[src/shared/trace_pkg.sv]
// shared constants and types for the debug trace trigger and reset logic
package trace_pkg;
   // widths
   localparam int CPU_ADDR_W = 16;
   localparam int REG_ADDR_W = 4;
   localparam int FIFO_DEPTH = 8;

   // register offsets
   localparam logic [3:0] OFS_CONTROL = 4'h0;
   localparam logic [3:0] OFS_TRIGGER = 4'h1;
   localparam logic [3:0] OFS_STATUS = 4'h2;
   localparam logic [3:0] OFS_CMP_EXT = 4'h3;
   localparam logic [3:0] OFS_CMP_HIGH = 4'h4;
   localparam logic [3:0] OFS_CMP_LOW = 4'h5;
   localparam logic [3:0] OFS_COUNT = 4'h6;
   localparam logic [3:0] OFS_FIFO_HIGH = 4'h7;
   localparam logic [3:0] OFS_FIFO_LOW = 4'h8;

   // control register fields
   localparam int BIT_UNIT_ENABLE = 7;
   localparam int BIT_ARM = 6;
   localparam int BIT_TAG = 5;
   localparam int BIT_BREAK_ENABLE = 4;

   // trigger configuration fields
   localparam int BIT_SOURCE_SELECT = 7;
   localparam int BIT_BEGIN = 6;

   // status register fields
   localparam int BIT_A_FLAG = 7;
   localparam int BIT_ACTIVE_FLAG = 0;

   // reset values of the default begin run
   localparam logic [7:0] CONTROL_RST = 8'hc0;
   localparam logic [7:0] TRIGGER_RST = 8'h40;
   localparam logic [7:0] STATUS_RST = 8'h01;
   localparam logic [7:0] CMP_EXT_RST = 8'h00;
   localparam logic [7:0] CMP_HIGH_RST = 8'hff;
   localparam logic [7:0] CMP_LOW_RST = 8'hfe;

   // a taken branch is stored as the previous address less this
   localparam logic [15:0] BRANCH_BACK = 16'h0002;

   // trace run progress
   typedef enum logic [1:0] {
      RUN_IDLE = 2'b00,
      RUN_PRE = 2'b01,
      RUN_POST = 2'b10
   } run_state_type;
endpackage : trace_pkg

[src/core/addr_match.sv]
// equality comparator between a bus address and a reference
module addr_match #(
   parameter int WIDTH = 24
) (
   // compared values
   input wire logic [WIDTH-1:0] bus_addr,
   input wire logic [WIDTH-1:0] ref_addr,
   // result
   output logic hit
);
   // purely combinational, registered by the user
   always_comb begin
      hit = (bus_addr == ref_addr);
   end
endmodule : addr_match

[src/core/trace_store.sv]
// eight word trace buffer, oldest word dropped when written while full
module trace_store #(
   parameter int WIDTH = 16,
   parameter int DEPTH = 8,
   parameter int CNT_W = $clog2(DEPTH + 1)
) (
   // clock
   input wire logic sys_clk,
   // control
   input wire logic clear,
   input wire logic push,
   input wire logic [WIDTH-1:0] push_data,
   input wire logic pop,
   // state
   output logic [WIDTH-1:0] head,
   output logic [CNT_W-1:0] count
);
   localparam int PTR_W = $clog2(DEPTH);

   logic [WIDTH-1:0] mem_r [DEPTH];
   logic [PTR_W-1:0] rd_ptr_r, rd_ptr_nxt;
   logic [PTR_W-1:0] wr_ptr_r, wr_ptr_nxt;
   logic [CNT_W-1:0] count_r, count_nxt;
   logic full;

   ////////////////////////////////////////////////////////////////////////
   // pointer and count update; a pop never lowers the count of the run
   always_comb begin
      full = (count_r == CNT_W'(DEPTH));
      rd_ptr_nxt = rd_ptr_r;
      wr_ptr_nxt = wr_ptr_r;
      count_nxt = count_r;
      if (clear) begin
         rd_ptr_nxt = '0;
         wr_ptr_nxt = '0;
         count_nxt = '0;
      end else if (push) begin
         wr_ptr_nxt = wr_ptr_r + 1'b1;
         if (full) begin
            rd_ptr_nxt = rd_ptr_r + 1'b1; // keep the newest words
         end else begin
            count_nxt = count_r + 1'b1;
         end
      end else if (pop) begin
         rd_ptr_nxt = rd_ptr_r + 1'b1;
      end
   end

   // registers only
   always_ff @(posedge sys_clk) begin
      rd_ptr_r <= rd_ptr_nxt;
      wr_ptr_r <= wr_ptr_nxt;
      count_r <= count_nxt;
      if (push && !clear) begin
         mem_r[wr_ptr_r] <= push_data;
      end
   end

   assign head = mem_r[rd_ptr_r];
   assign count = count_r;
endmodule : trace_store

[src/core/trace_trigger.sv]
// trigger resolution, trace run control and reset handling of the trace unit
// Notes on behaviour
// - opcode triggers are dropped when an interrupt pends that cycle.
// - fetch triggers still fire with a pending interrupt, ending an end run.
// - that end trigger clears arm without storing the interrupt flow change.
// - a begin trigger with a pending interrupt stores the flow change.
// - after a begin trigger stay armed, no break, until the buffer is full.
// - the unit has no way to request or cause a system reset.
// - reset after an enabled end run clears only arm, active flag, break enable.
// - any other reset, power-on too, sets up a begin run from reset vector.
// - comparator A resets to ext 0x00, high 0xff, low 0xfe.
// - control register resets to 0xc0, enabled and armed.
// - trigger configuration resets to 0x40: fetch source, begin, A only.
// - buffer holds eight words; begin run ends after eight stored.
module trace_trigger
   import trace_pkg::*;
#(
   parameter int DEPTH = trace_pkg::FIFO_DEPTH
) (
   // clock and reset
   input wire logic sys_clk,
   input wire logic rst,
   input wire logic power_on,
   // register port
   input wire logic [trace_pkg::REG_ADDR_W-1:0] reg_addr,
   input wire logic [7:0] wr_data,
   input wire logic wr_strobe,
   input wire logic rd_strobe,
   output logic [7:0] rd_data,
   // core fetch and flow signals
   input wire logic fetch_valid,
   input wire logic [trace_pkg::CPU_ADDR_W-1:0] fetch_addr,
   input wire logic opcode_top_valid,
   input wire logic [trace_pkg::CPU_ADDR_W-1:0] opcode_top_addr,
   input wire logic int_pending,
   input wire logic [1:0] cof_flags,
   input wire logic [trace_pkg::CPU_ADDR_W-1:0] core_addr,
   // results to core and host
   output logic break_request,
   output logic trace_armed
);
   import trace_pkg::*;

   localparam int CNT_W = $clog2(DEPTH + 1);

   logic [7:0] debug_control_reg_r, debug_control_reg_nxt;
   logic [7:0] trigger_config_reg_r, trigger_config_reg_nxt;
   logic [7:0] debug_status_reg_r, debug_status_reg_nxt;
   logic [7:0] comparator_a_ext_r, comparator_a_ext_nxt;
   logic [7:0] comparator_a_high_r, comparator_a_high_nxt;
   logic [7:0] comparator_a_low_r, comparator_a_low_nxt;
   run_state_type run_r, run_nxt;
   logic [CPU_ADDR_W-1:0] prev_addr_r;
   logic [7:0] rd_data_r, rd_data_nxt;
   logic break_r, break_nxt;
   logic [23:0] cmp_ref;
   logic fetch_hit, opcode_hit;
   logic fetch_trig, opcode_trig, trig;
   logic keep_results;
   logic push, clear, pop;
   logic [CPU_ADDR_W-1:0] push_data, fifo_head;
   logic [CNT_W-1:0] fifo_count;
   logic ctrl_write;

   ////////////////////////////////////////////////////////////////////////
   // comparator A; cpu addresses carry a zero extension byte
   assign cmp_ref = {comparator_a_ext_r, comparator_a_high_r, comparator_a_low_r};

   addr_match #(.WIDTH(24)) fetch_cmp (
      .bus_addr({8'h00, fetch_addr}),
      .ref_addr(cmp_ref),
      .hit(fetch_hit)
   );

   addr_match #(.WIDTH(24)) opcode_cmp (
      .bus_addr({8'h00, opcode_top_addr}),
      .ref_addr(cmp_ref),
      .hit(opcode_hit)
   );

   ////////////////////////////////////////////////////////////////////////
   // trigger sources; only the A-only match mode is decoded here
   always_comb begin
      fetch_trig = (run_r != RUN_IDLE) && debug_control_reg_r[BIT_UNIT_ENABLE]
         && !trigger_config_reg_r[BIT_SOURCE_SELECT] && fetch_valid && fetch_hit;
      // the pending interrupt takes the opcode away before it executes
      opcode_trig = (run_r != RUN_IDLE) && debug_control_reg_r[BIT_UNIT_ENABLE]
         && trigger_config_reg_r[BIT_SOURCE_SELECT] && opcode_top_valid && opcode_hit
         && !int_pending;
      trig = fetch_trig || opcode_trig;
      push_data = cof_flags[1] ? core_addr : (prev_addr_r - BRANCH_BACK);
      ctrl_write = wr_strobe && (reg_addr == OFS_CONTROL);
      // an enabled end run survives a non power-on reset
      keep_results = !power_on && debug_control_reg_r[BIT_UNIT_ENABLE]
         && !trigger_config_reg_r[BIT_BEGIN];
   end

   ////////////////////////////////////////////////////////////////////////
   // run control, register writes and reset, in rising priority
   always_comb begin
      debug_control_reg_nxt = debug_control_reg_r;
      trigger_config_reg_nxt = trigger_config_reg_r;
      debug_status_reg_nxt = debug_status_reg_r;
      comparator_a_ext_nxt = comparator_a_ext_r;
      comparator_a_high_nxt = comparator_a_high_r;
      comparator_a_low_nxt = comparator_a_low_r;
      run_nxt = run_r;
      push = 1'b0;
      clear = 1'b0;
      break_nxt = 1'b0;
      case (run_r)
         RUN_IDLE: begin
            run_nxt = RUN_IDLE;
         end
         RUN_PRE: begin
            if (!debug_control_reg_r[BIT_UNIT_ENABLE]) begin
               run_nxt = RUN_IDLE;
            end else if (trigger_config_reg_r[BIT_BEGIN]) begin
               if (trig) begin
                  run_nxt = RUN_POST;
                  debug_status_reg_nxt[BIT_A_FLAG] = 1'b1;
                  push = |cof_flags;
               end
            end else begin
               // flow change that rides on the interrupt is not kept
               push = (|cof_flags) && !(trig && int_pending);
               if (trig) begin
                  run_nxt = RUN_IDLE;
                  debug_status_reg_nxt[BIT_A_FLAG] = 1'b1;
                  break_nxt = debug_control_reg_r[BIT_BREAK_ENABLE];
               end
            end
         end
         RUN_POST: begin
            push = |cof_flags;
            // stays armed, and silent, until the last word lands
            if (push && (fifo_count == CNT_W'(DEPTH - 1))) begin
               run_nxt = RUN_IDLE;
               break_nxt = debug_control_reg_r[BIT_BREAK_ENABLE];
            end
         end
         default: begin
            run_nxt = RUN_IDLE;
         end
      endcase
      if (wr_strobe) begin
         case (reg_addr)
            OFS_CONTROL: begin
               debug_control_reg_nxt = wr_data;
               if (wr_data[BIT_ARM] && wr_data[BIT_UNIT_ENABLE]) begin
                  run_nxt = RUN_PRE;
                  clear = 1'b1;
                  push = 1'b0;
                  debug_status_reg_nxt[BIT_A_FLAG] = 1'b0;
               end else begin
                  run_nxt = RUN_IDLE;
               end
               break_nxt = 1'b0;
            end
            OFS_TRIGGER: trigger_config_reg_nxt = wr_data;
            OFS_CMP_EXT: comparator_a_ext_nxt = wr_data;
            OFS_CMP_HIGH: comparator_a_high_nxt = wr_data;
            OFS_CMP_LOW: comparator_a_low_nxt = wr_data;
            default: begin
               run_nxt = run_nxt;
            end
         endcase
      end
      if (rst) begin
         push = 1'b0;
         break_nxt = 1'b0;
         run_nxt = RUN_IDLE;
         if (keep_results) begin
            debug_control_reg_nxt[BIT_BREAK_ENABLE] = 1'b0;
         end else begin
            // power-on and plain resets restart a begin run at the vector
            run_nxt = RUN_PRE;
            clear = 1'b1;
            debug_control_reg_nxt = CONTROL_RST;
            trigger_config_reg_nxt = TRIGGER_RST;
            debug_status_reg_nxt = STATUS_RST;
            comparator_a_ext_nxt = CMP_EXT_RST;
            comparator_a_high_nxt = CMP_HIGH_RST;
            comparator_a_low_nxt = CMP_LOW_RST;
         end
      end
      // arm bit and active flag always follow the run state
      debug_control_reg_nxt[BIT_ARM] = (run_nxt != RUN_IDLE);
      debug_status_reg_nxt[BIT_ACTIVE_FLAG] = (run_nxt != RUN_IDLE);
   end

   ////////////////////////////////////////////////////////////////////////
   // read mux; the buffer only advances while the unit is disarmed
   always_comb begin
      pop = rd_strobe && (reg_addr == OFS_FIFO_LOW) && (run_r == RUN_IDLE) && !rst;
      rd_data_nxt = 8'h00;
      if (rd_strobe) begin
         case (reg_addr)
            OFS_CONTROL: rd_data_nxt = debug_control_reg_r;
            OFS_TRIGGER: rd_data_nxt = trigger_config_reg_r;
            OFS_STATUS: rd_data_nxt = debug_status_reg_r;
            OFS_CMP_EXT: rd_data_nxt = comparator_a_ext_r;
            OFS_CMP_HIGH: rd_data_nxt = comparator_a_high_r;
            OFS_CMP_LOW: rd_data_nxt = comparator_a_low_r;
            OFS_COUNT: rd_data_nxt = 8'(fifo_count);
            OFS_FIFO_HIGH: rd_data_nxt = fifo_head[15:8];
            OFS_FIFO_LOW: rd_data_nxt = fifo_head[7:0];
            default: rd_data_nxt = 8'h00;
         endcase
      end
   end

   ////////////////////////////////////////////////////////////////////////
   // state registers; reset is folded into the next-state logic above
   always_ff @(posedge sys_clk) begin
      debug_control_reg_r <= debug_control_reg_nxt;
      trigger_config_reg_r <= trigger_config_reg_nxt;
      debug_status_reg_r <= debug_status_reg_nxt;
      comparator_a_ext_r <= comparator_a_ext_nxt;
      comparator_a_high_r <= comparator_a_high_nxt;
      comparator_a_low_r <= comparator_a_low_nxt;
      run_r <= run_nxt;
      prev_addr_r <= core_addr;
      rd_data_r <= rd_data_nxt;
      break_r <= break_nxt;
   end

   trace_store #(.WIDTH(CPU_ADDR_W), .DEPTH(DEPTH), .CNT_W(CNT_W)) store (
      .sys_clk(sys_clk),
      .clear(clear),
      .push(push),
      .push_data(push_data),
      .pop(pop),
      .head(fifo_head),
      .count(fifo_count)
   );

   // outputs straight from flops; no reset request output exists at all
   assign rd_data = rd_data_r;
   assign break_request = break_r;
   assign trace_armed = debug_status_reg_r[BIT_ACTIVE_FLAG];

   ////////////////////////////////////////////////////////////////////////
   // checks
   opcode_irq_drop_a: assert property (@(posedge sys_clk) disable iff (rst)
      (opcode_trig == 1'b0 && trigger_config_reg_r[BIT_SOURCE_SELECT] && opcode_top_valid
       && opcode_hit && int_pending && run_r == RUN_PRE && !wr_strobe
       && !debug_status_reg_r[BIT_A_FLAG])
      |=> !debug_status_reg_r[BIT_A_FLAG] && run_r == RUN_PRE)
      else $error("opcode trigger taken despite pending interrupt");

   end_irq_trigger_a: assert property (@(posedge sys_clk) disable iff (rst)
      (run_r == RUN_PRE && !trigger_config_reg_r[BIT_BEGIN] && fetch_trig && int_pending
       && !wr_strobe)
      |=> run_r == RUN_IDLE && !debug_control_reg_r[BIT_ARM]
          && break_request == $past(debug_control_reg_r[BIT_BREAK_ENABLE]))
      else $error("end trigger missed with pending interrupt");

   end_irq_nostore_a: assert property (@(posedge sys_clk) disable iff (rst)
      (run_r == RUN_PRE && !trigger_config_reg_r[BIT_BEGIN] && fetch_trig && int_pending
       && !wr_strobe)
      |=> $stable(fifo_count) ##1 $stable(fifo_count))
      else $error("interrupt flow change stored after end trigger");

   begin_irq_store_a: assert property (@(posedge sys_clk) disable iff (rst)
      (run_r == RUN_PRE && trigger_config_reg_r[BIT_BEGIN] && fetch_trig && int_pending
       && (|cof_flags) && !wr_strobe && fifo_count == '0)
      |=> run_r == RUN_POST && fifo_count == CNT_W'(1) && fifo_head == $past(push_data))
      else $error("begin trigger flow change not captured");

   begin_hold_a: assert property (@(posedge sys_clk) disable iff (rst)
      (run_r == RUN_POST && fifo_count < CNT_W'(DEPTH - 1) && !ctrl_write)
      |=> run_r != RUN_IDLE && !break_request && trace_armed)
      else $error("begin run ended before buffer full");

   end_reset_keep_a: assert property (@(posedge sys_clk)
      (rst && keep_results)
      |=> !debug_control_reg_r[BIT_ARM] && !debug_control_reg_r[BIT_BREAK_ENABLE]
          && !debug_status_reg_r[BIT_ACTIVE_FLAG]
          && trigger_config_reg_r == $past(trigger_config_reg_r)
          && cmp_ref == $past(cmp_ref) && fifo_count == $past(fifo_count))
      else $error("end run results not kept over reset");

   vector_begin_a: assert property (@(posedge sys_clk)
      (rst && !keep_results) ##1 (!rst && !wr_strobe && fetch_valid
       && fetch_addr == 16'hfffe)
      |=> run_r == RUN_POST && debug_status_reg_r[BIT_A_FLAG])
      else $error("default run did not start at vector fetch");

   cmp_reset_a: assert property (@(posedge sys_clk)
      (rst && !keep_results)
      |=> comparator_a_ext_r == 8'h00 && comparator_a_high_r == 8'hff
          && comparator_a_low_r == 8'hfe)
      else $error("comparator A reset value wrong");

   control_reset_a: assert property (@(posedge sys_clk)
      (rst && !keep_results) |=> debug_control_reg_r == 8'hc0 && trace_armed)
      else $error("control register reset value wrong");

   trigger_reset_a: assert property (@(posedge sys_clk)
      (rst && !keep_results) |=> trigger_config_reg_r == 8'h40 && fifo_count == '0)
      else $error("trigger configuration reset value wrong");

   fill_stop_a: assert property (@(posedge sys_clk) disable iff (rst)
      (run_r == RUN_POST && push && fifo_count == CNT_W'(DEPTH - 1) && !ctrl_write)
      |=> run_r == RUN_IDLE && fifo_count == CNT_W'(DEPTH)
          && break_request == $past(debug_control_reg_r[BIT_BREAK_ENABLE]))
      else $error("begin run did not end at eight words");

   end_collision_c: cover property (@(posedge sys_clk) disable iff (rst)
      run_r == RUN_PRE && !trigger_config_reg_r[BIT_BEGIN] && fetch_trig && int_pending);
   begin_collision_c: cover property (@(posedge sys_clk) disable iff (rst)
      run_r == RUN_PRE && trigger_config_reg_r[BIT_BEGIN] && fetch_trig && int_pending);
   begin_full_c: cover property (@(posedge sys_clk) disable iff (rst)
      run_r == RUN_POST ##1 run_r == RUN_IDLE);
   reset_keep_c: cover property (@(posedge sys_clk) rst && keep_results);
endmodule : trace_trigger

[config.mk]
export PLATFORM = sky130hd
export DESIGN_NAME = trace_trigger
export DESIGN_NICKNAME = d
export VERILOG_FILES = /design/src/shared/trace_pkg.sv /design/src/core/addr_match.sv /design/src/core/trace_store.sv /design/src/core/trace_trigger.sv
export SDC_FILE = /design/constraint.sdc
export NUM_CORES = 1
export LEC_CHECK = 0
export ABC_AREA = 1
export ABC_CLOCK_PERIOD_IN_PS = 4700
export BUFFER_PORTS_ARGS = -buffer_cell sky130_fd_sc_hd__buf_2
export CAP_MARGIN = 40
export CORE_MARGIN = 2
export CORE_UTILIZATION = 65
export CTS_BUF_LIST = sky130_fd_sc_hd__clkbuf_2
export DETAILED_ROUTE_END_ITERATION = 6
export PLACE_DENSITY = 0.86
export SETUP_SLACK_MARGIN = 0.1
export SLEW_MARGIN = 5
export SYNTH_ARGS = -nofsm -noshare
export SYNTH_HDL_FRONTEND = slang
export SYNTH_SLANG_ARGS = --single-unit
[constraint.sdc]
create_clock -name sys_clk -period 4.7 [get_ports sys_clk]
set_input_delay 0.235 -clock sys_clk [delete_from_list [all_inputs] [get_ports sys_clk]]
set_output_delay 0.235 -clock sys_clk [all_outputs]
set_load 0.02 [all_outputs]
* Word-level counts from Yosys, hierarchy flattened
Memory sizes are Yosys's and may differ from the RTL's. A register that Yosys moved wholly into a read port is not among the register bits.
Cells that the tools add are included.
** Storage, ports and cells
- Register bits after elaboration :: 79
- RAM bits :: 128
- Input port bits :: 70
- Output and inout port bits :: 10
- Logic and storage cells :: 139
- Memories :: 1
** Operators by class
- Add/subtract/negate cells :: 4
- Equality and inequality tests :: 15
- Multiplexer cells :: 69
- Bitwise logic cells :: 1
- Reductions and logical operators :: 35
** Memory list
- store.mem_r :: depth 8, width 16, read ports 1, clocked after memory_dff 1, write ports 1, RTL line trace_store.sv:20 : logic [WIDTH-1:0] mem_r [DEPTH];
** Operator list (count)
- $mux W8 :: 21
- $pmux W8 S9 :: 1
- $eq A16 B24 Y1 :: 2
- $mux W1 :: 28
- $eq A4 B3 Y1 const B :: 5
- $logic_and A1 B1 Y1 :: 18
- $mux W3 :: 6
- $mux W16 :: 1
- $mux W2 :: 8
- $sub A16 B2 Y16 const B :: 1
- $eq A4 B2 Y1 const B :: 2
- $eq A4 B4 Y1 const B :: 2
- $logic_not A1 Y1 :: 7
- $add A3 B1 Y3 const B :: 2
- $reduce_and A2 Y1 :: 3
- $reduce_bool A2 Y1 :: 3
- $add A4 B1 Y4 const B :: 1
- $eq A4 B1 Y1 const B :: 1
- $logic_not A4 Y1 :: 1
- $mux W4 :: 1
- $pmux W1 S2 :: 2
- $pmux W2 S2 :: 1
- $eq A2 B1 Y1 const B :: 1
- $eq A2 B2 Y1 const B :: 1
- 5 further kinds :: 5

* Depth between registers and ports, before layout
- Depth after elaboration :: 21
- Gate-level depth with buffers :: 17

* By module
Synthesis repeated with hierarchy kept, for this count alone.
** Unflattened totals
- Cells, all modules :: 1189
- Area, all modules :: 9771.9 um^2
** By module, submodules not included
- trace_store :: times used 1, cells each 515, area each 5720.5 um^2
- trace_trigger :: times used 1, cells each 468, area each 3193.1 um^2
- addr_match :: times used 2, cells each 103, area each 429.2 um^2

* Least setup slack after synthesis
Ideal clock, no wire load.
- Path kind :: flip-flop to flip-flop
- From :: reg run_r[0]
- To :: mem store.mem_r[6][0] (enable)
- Library setup time :: 409 ps
- Arrival time :: 2704 ps
- Data required time :: 4291 ps
- Slack :: 1586 ps
- Cell stages (with the launch flop) :: 17
- Path buffers :: 1
- Cell sequence :: dfxtp_1 inv_1 ha_1 inv_1 nand2_1 nor2_1 nand2_1 nor2_1 nand3_1 nor2_2 inv_2 nand3_2 nand2_2 nand2_4 nand2_4 buf_6 nor3_1
** Between the ends
- Longest elaborated chain between the ends :: 20
- Elaborated cells on any way between the ends :: 26
- Classes of those cells :: eq/ne: 2; mux: 10; reduce/logical: 14
** Ends and longest elaborated chain
- start: declaration :: RTL line trace_trigger.sv:52 : run_state_type run_r, run_nxt;
- start signal: assignment :: RTL line trace_trigger.sv:222 : run_r <= run_nxt;
- $reduce_bool A2 Y1 :: RTL line trace_trigger.sv:84, trace_trigger.sv:87
- $logic_and A1 B1 Y1 :: RTL line trace_trigger.sv:84, trace_trigger.sv:87
- $logic_and A1 B1 Y1 (3 in a row) :: RTL line trace_trigger.sv:88 : && trigger_config_reg_r[BIT_SOURCE_SELECT] && opcode_top_valid && opcode_hit
- $logic_and A1 B1 Y1 :: RTL line trace_trigger.sv:89 : && !int_pending;
- $logic_or A1 B1 Y1 :: RTL line trace_trigger.sv:90 : trig = fetch_trig || opcode_trig;
- $logic_and A1 B1 Y1 :: RTL line trace_trigger.sv:126 : push = (|cof_flags) && !(trig && int_pending);
- $logic_not A1 Y1 :: RTL line trace_trigger.sv:126
- $logic_and A1 B1 Y1 :: RTL line trace_trigger.sv:126
- [... 2 more ...]
- $pmux W1 S2 * :: RTL line trace_trigger.sv:111 : case (run_r)
- $mux W1 :: RTL line trace_trigger.sv:150 : if (wr_data[BIT_ARM] && wr_data[BIT_UNIT_ENABLE]) begin
- $mux W1 :: RTL line trace_trigger.sv:147 : case (reg_addr)
- $mux W1 * :: RTL line trace_trigger.sv:146 : if (wr_strobe) begin
- $mux W1 * :: RTL line trace_trigger.sv:169 : if (rst) begin
- $logic_and A1 B1 Y1 * :: RTL line trace_store.sv:54 : if (push && !clear) begin
- $mux W1 * :: RTL line trace_store.sv:54
- $mux W1 (not written as such) * :: RTL line trace_store.sv:55 : mem_r[wr_ptr_r] <= push_data;
- end: declaration :: RTL line trace_store.sv:20
Every way passes the cells marked *; elsewhere a longest branch is shown, timed or not.

* Worst setup path in the final report
- From :: reg prev_addr_r[1]
- To :: mem store.mem_r[3][13] (data pin)
** Between the ends
- Longest elaborated chain between the ends :: 2
** Ends and longest elaborated chain
- start: declaration :: RTL line trace_trigger.sv:53 : logic [CPU_ADDR_W-1:0] prev_addr_r;
- start signal: assignment :: RTL line trace_trigger.sv:223 : prev_addr_r <= core_addr;
- $sub A16 B2 Y16 :: RTL line trace_trigger.sv:91 : push_data = cof_flags[1] ? core_addr : (prev_addr_r - BRANCH_BACK);
- $mux W16 :: RTL line trace_trigger.sv:91
- net push_data[13] :: RTL line trace_trigger.sv:61 : logic [CPU_ADDR_W-1:0] push_data, fifo_head;
The timed path passes the listed nets, and every way through them passes these cells.

==> impl_metrics.py <==
metrics = {
    "cells_and_area": {
        "finish.utilization_pct": 76.8,
        "drive_gt1_share_pct": 18.9,
        "stdcell_count": 1307,
        "fin_area_um2": 10600,
        "fin_nets": 1163,
        "syn_to_final_growth_pct": 15.8,
    },
    "floorplanning": {
        "core_area_um2": 13800,
        "dieArea_um2": 15100,
        "initial_core_util_pct": 66.4,
        "die_w_um": 123,
        "rows": 43,
        "io_pins": 80,
        "die_y_um": 123,
    },
    "global_route": {
        "grt_max_degree": 66,
        "grt_use_total_pct": 31.0,
        "grt_pass1_vias": 7103,
        "overflow": 0,
        "grt_first_pass_wirelength_mm": 35.2,
        "antenna_found_initial": 1,
    },
    "sta": {
        "fin_setup_tns_ns": 0,
        "period_minus_slack_ns": 2.77,
        "slew_violations": 0,
        "hold_viol": 0,
        "fmax_mhz": 361,
        "setup_viol": 0,
        "tightest_slew_ns": 0.925,
        "max_slew_margin_pct": 37.7,
        "finalCritPeriodShare_pct": 58.9,
        "rsz0062_at_grt": "no",
        "fin_skew_ns": 0.0606,
    },
    "worst_setup_path": {
        "endpoint_kind": "register",
        "slowest_stage": "o21ai_0",
        "critPathLaunchType": "register",
        "reg2reg_to": "store.mem_r[3][13]",
        "worstPathArrival_ns": 3.22,
        "path_delay_family": "simple AND/OR/NAND/NOR gates",
        "timing.rr.start": "prev_addr_r[1]",
        "worstPathRequired_ns": 5.16,
        "critPathKind": "reg2reg",
        "reg2reg_depth": 10,
        "ff2ff_setup_slack_ns": 1.93,
        "path_max_fanout": 8,
        "path_buf_inv": 1,
        "path_cells": "inv_1 > ha_1 > nand2_1 > nor2_1 > nand2_1 > or3_4 > nor3_4 > nand2_1 > xor2_1 > o21ai_0",
        "cp_common_cell": "nand2_1",
        "critical-path-max-stage-delay_ns": 0.72,
    },
    "synth": {
        "avgSynthCellArea_um2": 9.75,
        "seq_area_frac_synth_pct": 59.6,
        "synth_top_cell_area_share_pct": 41.9,
        "ys_ff_latch": 209,
        "async_flop_share_pct": 0,
        "syn_inst": 941,
        "yosysMostFrequentCell": "nand2_1",
        "synth_area_leaders": "edfxtp_1, dfxtp_1, nand2_1",
        "ys_top_cells_by_count": "nand2_1, edfxtp_1, nor2_1",
        "synth_edf_count": 128,
        "mappedNetlistNets": 1019,
        "yosysUniqueCellTypes": 42,
        "synth-warning-count": 0,
        "yosysTopAreaCell": "edfxtp_1",
        "dominantRegCellSynth": "edfxtp_1",
        "syn_area_um2": 9180,
    },
    "clocking": {
        "h-tree-depth": 2,
        "cts_post_setup_buffers_inserted": 0,
        "clock-sinks": 209,
        "clkTransAtPathRegs_ns": 0.13,
        "cts_resized": 0,
        "cts_buffer_depth": 3,
        "cts_buffers": 51,
        "clock-root-buffer": "clkbuf_2",
        "cts_tree": "yes",
        "clk_latency_ns": 0.83,
    },
    "pwr": {
        "cellLeakagePower_uw": 0.00430,
        "peakVddDrop_mv": 0.257,
        "p_per_area_nw_per_um2": 323,
    },
    "placement": {
        "placed_cell_area_um2": 9820,
        "gp_congestion": 0.995,
        "hpwl_mm": 14.9,
        "dp.cells": 1180,
        "port_buffers": 79,
    },
    "min_path": {
        "hold_path.class": "in2reg",
        "min_path_cells": 8,
        "hold_end": "store.wr_ptr_r[2]",
        "worstHoldStart": "int_pending",
    },
    "drt": {
        "drt_wl_total_mm": 23.3,
        "detail_route.first_pass.iterations": 5,
        "wl_per_cell_um": 17.8,
        "drc": 0,
        "ant_nets": 0,
        "post_drt_via_cell_ratio": 5.75,
        "vias": 7518,
        "drtIter0Drc": 813,
    },
    "run": {
        "maxCapViolations": 0,
    },
    "status": {
        "status": "finished clean",
    },
}
[report_power, final]
part,internal [µW],switching [µW],total (µW)
Combinational,85.5,148,233
Sequential,1970,14.4,1990
Clock,506,708,1210
Total,2560,871,3430
[how the worst max path moves through the flow]
stage | cells after the start | from | slack, ns | to
final | 10 | prev_addr_r[1] | 1.93 | store.mem_r[3][13]
after global routing | 10 | prev_addr_r[1] | 1.74 | store.mem_r[7][13]
after CTS | 10 | prev_addr_r[1] | 1.99 | store.mem_r[6][13]
after detailed placement | 10 | prev_addr_r[1] | 2.06 | store.mem_r[6][13]
after global placement | 9 | register | 2.33 | rd_data[7]
after floorplan | 16 | run_r[0] | 1.59 | store.mem_r[6][0]
[routing by layer]
metal	global-route usage, %	vias up	part of all wire [%]
li1	-	3589	-
met3	6.37	73	8.0
met1	36.5	3454	39
met5	0	-	0
met2	53.1	402	49
met4	17.0	0	4.3
[worst register-to-register path, delay by kind of cell (launching register included)]
family,cells,cell delay [ns]
buf+inv,1,0.07
fa+ha+maj,1,0.16
simple gates,6,0.99
flops,1,0.33
compound gates,1,0.72
xor+xnor,1,0.15
[cell usage in the layout, fill, tap and decap left out, drive strengths merged, types with 3 or more instances in the layout]
cell type    synthesis  final
mux2i               20     20
xnor2                8      8
o221ai              21     21
o211ai              21     21
nor2               132    132
nand3               31     31
clkbuf              23     80
clkinv               4     16
a31oi                8      8
nand2              137    137
o32ai               12     12
inv                112    113
nand4                8      8
o21ai               95     95
o2111ai              3      3
a21oi               41     41
ha                   8      8
dlygate4sd3          0     32
o22ai                9      9
nor3                13     13
buf                 10     92
dfxtp               81     81
edfxtp             128    128
xor2                 5      5
[repair_timing]
item                                    CTS  global route
endpoints found under the hold margin   153             0
hold buffers                             32             0
endpoints found under the setup margin    0             0
[cell families after synthesis]
family / share of synthesized area [%]
mux: 2.18
compound gates: 14.4
buf+inv: 6.28
xor+xnor: 1.24
simple gates: 15.3
fa+ha+maj: 1.09
flops: 59.6
[flip-flops by register name, indices dropped and copies added, names as in the netlist, 4 cells and up, named ones only]
signal                count
comparator_a_high_r       8
comparator_a_low_r        8
rd_data                   8
debug_control_reg_r       8
prev_addr_r              16
comparator_a_ext_r        8
trigger_config_reg_r      8
store.mem_r             128
store.count               4
[per-stage QoR]
step	power (µW)	setup slack, ns	hold WS (ns)
after detailed placement	2230	2.06	0.352
after floorplan	2140	1.59	0.263
after global placement	2230	2.33	0.350
final	3430	1.93	0.0522
after global routing	3570	1.74	0.0107
after CTS	3430	1.99	0.00500
[area by class of cell]
cell class,count,area (µm²)
inverter,116,435
multi-input combinational,583,3180
clock inverter,14,83.8
sequential,209,5470
tap,180,225
antenna,1,2.50
timing repair buffer,124,833
fill,870,3200
clock buffer,80,400
No activity file was read; power rests on OpenSTA's default activity.
